`src/hw/rst_cause_pkg.sv`:
```
package rst_cause_pkg;

    // ==========================================================
    // register bits of reset_cause_status
    // ==========================================================
    localparam int POWER_ON_BIT     = 7;
    localparam int PIN_BIT          = 6;
    localparam int WATCHDOG_BIT     = 5;
    localparam int BAD_OPCODE_BIT   = 4;
    localparam int BAD_ADDRESS_BIT  = 3;
    localparam int LOW_VOLTAGE_BIT  = 1;

    // ==========================================================
    // force-reset register
    // ==========================================================
    localparam int FORCE_BIT               = 0;
    localparam logic [7:0] FORCE_READ_VAL  = 8'h00;
    localparam logic [7:0] STATUS_CLEAR    = 8'h00;

    // ==========================================================
    // whole flag words of reset_cause_status
    // ==========================================================
    localparam logic [7:0] POWER_ON_FLAGS    = 8'h82; // power-on plus low-voltage
    localparam logic [7:0] LOW_VOLTAGE_FLAGS = 8'h02; // enabled low-voltage trip alone
    localparam logic [7:0] STATUS_USED_MASK  = 8'hfa; // bits 2 and 0 never read set

    // ==========================================================
    // sequencer timing
    // ==========================================================
    localparam int RESET_HOLD_NS = 160;
    localparam int CLK_PERIOD_NS = 40;
    localparam int RESET_HOLD_CYC = (RESET_HOLD_NS + CLK_PERIOD_NS - 1) / CLK_PERIOD_NS;

    typedef enum logic [1:0] {
        ST_RUN,
        ST_HOLD,
        ST_RELEASE
    } seq_state_e;

endpackage

```
`src/hw/sync2.sv`:
```
`timescale 1ns/100ps
`default_nettype none
module sync2 #(
    parameter int WIDTH = 1
) (
    // clock and reset
    input  wire logic             clk,
    input  wire logic             sys_rst,
    // data
    input  wire logic [WIDTH-1:0] async_in,
    output var  logic [WIDTH-1:0] sync_out
);

    logic [WIDTH-1:0] meta_q;

    // two-stage synchroniser, first stage read only by second
    always_ff @(posedge clk or posedge sys_rst) begin
        if (sys_rst) begin
            meta_q   <= '0;
            sync_out <= '0;
        end else begin
            meta_q   <= async_in;
            sync_out <= meta_q;
        end
    end

endmodule // sync2
`default_nettype wire

```
`src/hw/reset_cause_and_debug_force_reset.sv`:
```
`timescale 1ns/100ps
`default_nettype none
module reset_cause_and_debug_force_reset #(
    parameter int HOLD_CYCLES = rst_cause_pkg::RESET_HOLD_CYC
) (
    // clock and power-on reset
    input  wire logic       clk,
    input  wire logic       sys_rst,
    // external pins
    input  wire logic       ext_reset_n,
    input  wire logic       debug_mode_pin,
    // event inputs from same-clock logic
    input  wire logic       low_voltage_trip,
    input  wire logic       low_voltage_reset_enable,
    input  wire logic       watchdog_timeout,
    input  wire logic       watchdog_enable,
    input  wire logic       illegal_opcode,
    input  wire logic       stop_insn,
    input  wire logic       stop_allow,
    input  wire logic       enter_debug_insn,
    input  wire logic       debug_mode_allow,
    input  wire logic       illegal_address,
    // register access
    input  wire logic       status_rd,
    input  wire logic       status_wr,
    input  wire logic       force_rd,
    input  wire logic       force_wr,
    input  wire logic       wr_from_debug,
    input  wire logic [7:0] wr_data,
    output var  logic [7:0] rd_data,
    // outputs
    output var  logic       watchdog_restart,
    output var  logic       chip_reset,
    output var  logic       debug_halt_mode
);

    // ==========================================================
    // elaboration check
    // ==========================================================
    if (HOLD_CYCLES < 1) begin : g_bad_hold
        $error("HOLD_CYCLES must be at least one");
    end

    localparam int CW = $clog2(HOLD_CYCLES + 1);

    // ==========================================================
    // pin synchronisers
    // ==========================================================
    logic [1:0] pin_sync;

    sync2 #(.WIDTH(2)) u_sync (
        .clk      (clk),
        .sys_rst  (sys_rst),
        .async_in ({~ext_reset_n, ~debug_mode_pin}), // inverted: cleared stages mean idle pins
        .sync_out (pin_sync)
    );

    wire pin_low   = pin_sync[1];
    wire mode_high = ~pin_sync[0];

    // ==========================================================
    // reset source decode
    // ==========================================================
    wire op_bad    = illegal_opcode
                   | (stop_insn & ~stop_allow)
                   | (enter_debug_insn & ~debug_mode_allow);
    wire wd_src    = watchdog_timeout & watchdog_enable;
    wire lv_src    = low_voltage_trip & low_voltage_reset_enable;
    wire force_hit = force_wr & wr_from_debug & wr_data[rst_cause_pkg::FORCE_BIT];
    wire other_src = pin_low | wd_src | op_bad | illegal_address;
    wire any_src   = other_src | lv_src | force_hit;

    // captured flag word for a non-power-on reset
    logic [7:0] cause_word;
    always_comb begin
        cause_word = rst_cause_pkg::STATUS_CLEAR;
        if (force_hit) begin
            cause_word = rst_cause_pkg::STATUS_CLEAR;
        end else if (lv_src && !other_src) begin
            cause_word[rst_cause_pkg::LOW_VOLTAGE_BIT] = 1'b1;
        end else begin
            cause_word[rst_cause_pkg::PIN_BIT]         = pin_low;
            cause_word[rst_cause_pkg::WATCHDOG_BIT]    = wd_src;
            cause_word[rst_cause_pkg::BAD_OPCODE_BIT]  = op_bad;
            cause_word[rst_cause_pkg::BAD_ADDRESS_BIT] = illegal_address;
            cause_word[rst_cause_pkg::LOW_VOLTAGE_BIT] = lv_src;
        end
    end

    // ==========================================================
    // reset sequencer
    // ==========================================================
    rst_cause_pkg::seq_state_e state_q, state_d;
    logic [CW-1:0] hold_q, hold_d;
    logic [7:0]    status_q, status_d;
    logic          forced_q, forced_d;

    wire hold_done = (hold_q == CW'(HOLD_CYCLES - 1));

    // next-state logic
    always_comb begin
        state_d  = state_q;
        hold_d   = hold_q;
        status_d = status_q;
        forced_d = forced_q;
        case (state_q)
            rst_cause_pkg::ST_RUN: begin
                if (any_src) begin
                    state_d  = rst_cause_pkg::ST_HOLD;
                    hold_d   = '0;
                    status_d = cause_word;
                    forced_d = force_hit;
                end
            end
            rst_cause_pkg::ST_HOLD: begin
                if (hold_done && !pin_low) begin
                    state_d = rst_cause_pkg::ST_RELEASE;
                end else if (!hold_done) begin
                    hold_d = hold_q + CW'(1);
                end
            end
            rst_cause_pkg::ST_RELEASE: begin
                state_d = rst_cause_pkg::ST_RUN;
            end
            default: begin
                state_d = rst_cause_pkg::ST_RUN;
            end
        endcase
    end

    // state registers; power-on preset flags
    always_ff @(posedge clk or posedge sys_rst) begin
        if (sys_rst) begin
            state_q  <= rst_cause_pkg::ST_HOLD;
            hold_q   <= '0;
            status_q <= rst_cause_pkg::POWER_ON_FLAGS;
            forced_q <= 1'b0;
        end else begin
            state_q  <= state_d;
            hold_q   <= hold_d;
            status_q <= status_d;
            forced_q <= forced_d;
        end
    end

    // ==========================================================
    // register read and outputs
    // ==========================================================
    wire [7:0] status_view = status_q & rst_cause_pkg::STATUS_USED_MASK;
    wire [7:0] rd_d = status_rd ? status_view
                    : rst_cause_pkg::FORCE_READ_VAL;
    wire       in_reset_d = (state_d != rst_cause_pkg::ST_RUN);

    // registered outputs
    always_ff @(posedge clk or posedge sys_rst) begin
        if (sys_rst) begin
            rd_data          <= 8'h00;
            watchdog_restart <= 1'b0;
            chip_reset       <= 1'b1;
            debug_halt_mode  <= 1'b0;
        end else begin
            rd_data          <= (status_rd | force_rd) ? rd_d : 8'h00;
            watchdog_restart <= status_wr;
            chip_reset       <= in_reset_d;
            if (state_q == rst_cause_pkg::ST_RELEASE) begin
                debug_halt_mode <= forced_q & ~mode_high;
            end
        end
    end
endmodule // reset_cause_and_debug_force_reset
`default_nettype wire

```
`config.mk`:
```
export PLATFORM = sky130hd
export DESIGN_NAME = reset_cause_and_debug_force_reset
export DESIGN_NICKNAME = d
export VERILOG_FILES = /design/src/hw/rst_cause_pkg.sv /design/src/hw/sync2.sv /design/src/hw/reset_cause_and_debug_force_reset.sv
export SDC_FILE = /design/constraint.sdc
export NUM_CORES = 1
export LEC_CHECK = 0
export ABC_AREA = 1
export BUFFER_PORTS_ARGS = -buffer_cell sky130_fd_sc_hd__buf_2
export CAP_MARGIN = 20
export CORE_MARGIN = 10
export CORE_UTILIZATION = 43
export DETAILED_ROUTE_END_ITERATION = 16
export PLACE_DENSITY = 0.73
export SYNTH_ARGS = -nofsm -noshare
export SYNTH_HDL_FRONTEND = slang
export SYNTH_SLANG_ARGS = --single-unit
```
`constraint.sdc`:
```
create_clock -name clk -period 1.2 [get_ports clk]
set_input_delay 0.06 -clock clk [delete_from_list [all_inputs] [get_ports clk]]
set_output_delay 0.06 -clock clk [all_outputs]
set_load 0.01 [all_outputs]
```
# Word-level counts from Yosys, hierarchy flattened
# Index checks and enable logic that the tools add are counted.
[totals]
regBits = 27
input_bits = 27
output_inout_bits = 11
elab_cells = 58
[op_classes]
addsub = 1
n_eq_ne = 6
mux = 13
bitwise = 19
n_reduce_logical = 9
[ops]
columns = ["op", "n"]
rows = [
  ["$mux 8", 2],
  ["$mux 3", 3],
  ["$mux 4", 2],
  ["$or 1x1->1", 8],
  ["$and 1x1->1", 7],
  ["$ne 2x2->1 const B", 3],
  ["$pmux 3 s2", 1],
  ["$mux 2", 2],
  ["$not 1->1", 4],
  ["$pmux 2 s2", 1],
  ["$reduce_and 4->1", 1],
  ["$reduce_bool 2->1", 2],
  ["$add 3x1->3 const B", 1],
  ["$eq 3x2->1 const B", 1],
  ["$eq 2x1->1 const B", 1],
  ["$eq 2x2->1 const B", 1],
  ["$logic_and 1x1->1", 2],
  ["$logic_not 1->1", 2],
  ["$logic_not 2->1", 1],
  ["$mux 1", 2],
  ["$reduce_and 2->1", 1],
]

# Depth between registers and ports, before layout
[logic_depth]
word_depth = 11
mapped_depth = 9
depth_no_buf = 8

# Hierarchy
# Synthesis repeated with hierarchy kept, for this count alone.
[hier_totals]
cells_unflattened = 109
hier_area_um2 = 1017.2
[by_module_without_submodules]
columns = ["module", "n_inst", "cells_per_inst", "area_per_inst_um2"]
rows = [
  ["reset_cause_and_debug_force_reset", 1, 104, 913.4],
  ["sync2", 1, 5, 103.8],
]

# Worst setup path after synthesis
# OpenSTA, ideal clock, no wires.
[synth_timing]
kind = "register to register"
startpoint = "register hold_q[0]"
endpoint = "register hold_q[1]"
setup_ns = 0.117
t_arrival_ns = 1.080
required_time_ns = 1.083
setup_slack_ns = 0.003
path_stages_with_launch = 7
n_path_buf = 0
path_cell_list = "dfrtp_1 > ha_1 > ha_1 > inv_1 > nand2_1 > nand3_2 > nand2_1"
[synth_between]
elab_chain_cells = 4
elab_cells_between_ends = 9
cone_classes = "add/sub (1); eq/ne (3); mux (3); reduce/logical (2)"
[synth_lines]
columns = ["element", "line", "rtl"]
rows = [
  ["start: declaration", "reset_cause_and_debug_force_reset.sv:94", "logic [CW-1:0] hold_q, hold_d;"],
  ["start signal: assignment", "reset_cause_and_debug_force_reset.sv:140", "hold_q <= hold_d;"],
  ["$add 3x1->3 / $eq 3x2->1 (equally long branches)", "reset_cause_and_debug_force_reset.sv:119, reset_cause_and_debug_force_reset.sv:98", ""],
  ["$mux 3 / $logic_and 1x1->1 (equally long branches)", "reset_cause_and_debug_force_reset.sv:118, reset_cause_and_debug_force_reset.sv:116", ""],
  ["$mux 3 / $ne 2x2->1 (equally long branches)", "--", ""],
  ["$pmux 3 s2 / $reduce_and 4->1 (equally long branches)", "--", ""],
]
# Several ways; a longest one is shown, not always the timed one. The select of a mux whose other input is x is not followed.
# A chain may end at the register's enable or synchronous reset.

# Worst setup path in the final report
[layout_timing]
startpoint = "register hold_q[0]"
endpoint = "register state_q[0]"
[layout_between]
elab_chain_cells = 4
[layout_lines]
columns = ["element", "line", "rtl"]
rows = [
  ["$eq 3x2->1", "reset_cause_and_debug_force_reset.sv:98", "wire hold_done = (hold_q == CW'(HOLD_CYCLES - 1));"],
  ["$logic_and 1x1->1", "reset_cause_and_debug_force_reset.sv:116", "if (hold_done && !pin_low) begin"],
  ["$mux 2", "reset_cause_and_debug_force_reset.sv:116", ""],
  ["$pmux 2 s2", "reset_cause_and_debug_force_reset.sv:106", "case (state_q)"],
  ["net state_d[0]", "reset_cause_and_debug_force_reset.sv:93", "rst_cause_pkg::seq_state_e state_q, state_d;"],
  ["end signal: assignment", "reset_cause_and_debug_force_reset.sv:134", "state_q <= rst_cause_pkg::ST_HOLD;"],
  ["end signal: assignment", "reset_cause_and_debug_force_reset.sv:139", "state_q <= state_d;"],
  ["end: declaration", "reset_cause_and_debug_force_reset.sv:93", ""],
]
# The timed path passes the listed nets, and every way through them passes these cells.

==> qor.yml <==
finalCriticalPeriod_ns: 1.16
post-place-ws_ns: -0.0472
h-tree-depth: 1
synth_top_area_share_pct: 47.7
synthAdderAreaFrac_pct: 2.27
grt_pass1_vias: 804
synth_edf_count: 0
ys_seq_area_share_pct: 57.2
dp.cells: 167
antenna_found_initial: 0
cellPowerDensity_mw_per_mm2: 1880
rsz0062_at_grt: "true"
cp.required_ns: 1.46
async_flop_share_pct: 100
coreArea_mm2: 0.00245
synth_cell_types: 22
num_io_pins: 38
synth_mux_area_share_pct: 0
synth.most_common_cell: "nand2_1"
critical_path.max_fanout: 3
critPathSlowestCell: "dfrtp_1"
dr.pass1.iters: 4
avgSynthCellArea_um2: 10.2
worstSetupPathType: "reg2reg"
clock.fmax_mhz: 864
hp-class: "in2reg"
cp-end-kind: "flop"
synth-compound-area-share_pct: 6.02
clkTransAtPathRegs_ns: 0.14
leakagePower_uw: 0.000783
drtIter0Drc: 38
cts_made_buffers: 3
antenna_cells: 0
vias: 809
clockRootBuffer: "clkbuf_4"
initial_core_util_pct: 44.9
nets: 181
portBuffers: 27
fin_area_mm2: 0.00144
wl_mm: 2.28
synth_ff_type: "dfrtp_1"
ys_warn_count: 0
totalPowerFinal_uw: 2700
area_growth_syn_to_layout_pct: 30.4
peakVddDrop_v: 0.00129
drc: 0
clock-sinks: 25
synth_seq_cells: 25
crit_arrival_ns: 1.42
syn_area_mm2: 0.00110
grt_pass1_wl_mm: 3.73
drive_above_1_share_pct: 43.0
final_max_slew_viol_count: 0
min_period_over_period_pct: 96.5
fin_cells: 181
synth_area_leaders: "dfrtp_1 (48%), dfstp_2 (9.5%), nand2_1 (9.2%)"
syn_inst: 108
fp.dieH_um: 70.6
die_w_um: 70.6
grt_max_degree: 26
critPathTopFamily: "flip-flops"
path_cells: "ha_2 > ha_4 > inv_4 > or2_4 > nand2_1 > nand2_1"
worstSetupStartpointType: "flop"
overflow: 0
max_stage_delay_ns: 0.39
rows: 18
cts_tree: "built"
postRouteAntennaNets: 0
crit_buf_inv: 1
clockBufferDepth: 2
synth_top_family_by_area: "simple AND/OR/NAND/NOR gates"
grt.total_usage_pct: 8.97
hold_viol_final: 0
vias_per_cell: 4.47
die-area_mm2: 0.00499
timing.final.ws_setup_ns: 0.0423
synthSimpleGateAreaFrac_pct: 24.2
synth_largest_area_cell: "dfrtp_1"
status: "completed"
clock_latency_ns: 0.32
synth_commonest_cells: "nand2_1 (27), dfrtp_1 (21), inv_1 (19), nor2_1 (5), o21ai_2 (5)"
cp_common_cell: "nand2_1"
globalplace.congestion: 0.729
dp_hpwl_mm: 1.58
place_area_mm2: 0.00127
synthXorXnorAreaFrac_pct: 0
wl_per_cell_um: 12.6
max_cap_viol_count: 0
finalSetupViolations: 0
finClkSkew_ns: 0.00219
-- placed cells by master, fill, tap and decap left out, drive strengths merged, types with 4 or more instances in the layout --
cell type    count
dfrtp           21
dlygate4sd3      8
nand3            7
nand2           31
nor2             7
inv             20
o21ai            7
buf             32
dfstp            4
-- worst min-delay path: stages --
cell	delay, ns
buf_2	0.10
nand3_1	0.07
o21ai_0	0.07
-- through the flow --
| step | hold WS, ns | TNS, ns | util [%] |
|---|---|---|---|
| after global routing | 0.0262 | -0.115 | 58.6 |
| after floorplan | 0.0844 | 0 | - |
| after CTS | 0.0186 | 0 | 57.1 |
| final | 0.0120 | 0 | 58.6 |
| after global placement | 0.115 | 0 | 51.9 |
| after detailed placement | 0.128 | -0.140 | 51.9 |
-- cell type report --
type / instances / area, um2
Clock buffer: 3 / 22.5
Clock inverter: 1 / 5.00
Fill cell: 208 / 1020
Inverter: 20 / 77.6
Multi-Input combinational cell: 62 / 408
Sequential cell: 25 / 631
Tap cell: 30 / 37.5
Timing Repair Buffer: 40 / 256
-- state kept, by name (all words and copies together), names as in the netlist --
signal	flops
hold_q	3
rd_data	6
u_sync.meta_q	2
debug_halt_mode	1
chip_reset	1
u_sync.sync_out	2
state_q	2
forced_q	1
watchdog_restart	1
status_q	6
-- worst paths after layout --
kind	startpoint	end	slack, ns	cells past startpoint
worst max-delay path	hold_q[0]	state_q[0]	0.04	6
worst min-delay path	watchdog_enable	status_q[5]	0.01	3
worst max register to register	hold_q[0]	state_q[0]	0.04	6
worst min register to register	u_sync.meta_q[1]	u_sync.sync_out[1]	0.37	0
max in group asynchronous	sys_rst	state_q[0]	0.58	4
min in group asynchronous	sys_rst	watchdog_restart	0.33	4
-- layer usage --
| metal | vias up | global-route usage (%) | wire (um) |
|---|---|---|---|
| met5 | - | 0 | 0 |
| met4 | 0 | 4.30 | 38 |
| met3 | 6 | 2.79 | 131 |
| met2 | 23 | 15.7 | 1230 |
| met1 | 369 | 9.62 | 877 |
| li1 | 411 | - | - |
-- report_power, final --
group | total (uW) | switching [uW] | leakage (uW) | internal (uW)
Combinational | 1070 | 599 | 0.000457 | 475
Clock | 382 | 257 | 0.0000177 | 125
Sequential | 1250 | 128 | 0.000308 | 1120
-- kinds of logic after synthesis --
kind of cell | after synthesis
fa+ha+maj | 2
flops | 25
compound gates | 9
other cells | 1
simple gates | 48
buf+inv | 23
-- what timing repair did --
item	4_1_cts	5_1_grt
hold buffers	8	0
pin swaps	1	4
endpoints found under the hold margin	32	0
gates cloned	0	1
gates resized for setup	6	6
setup buffers	0	1
setup endpoints to repair	5	10
Power figures use the tool's default switching activity.
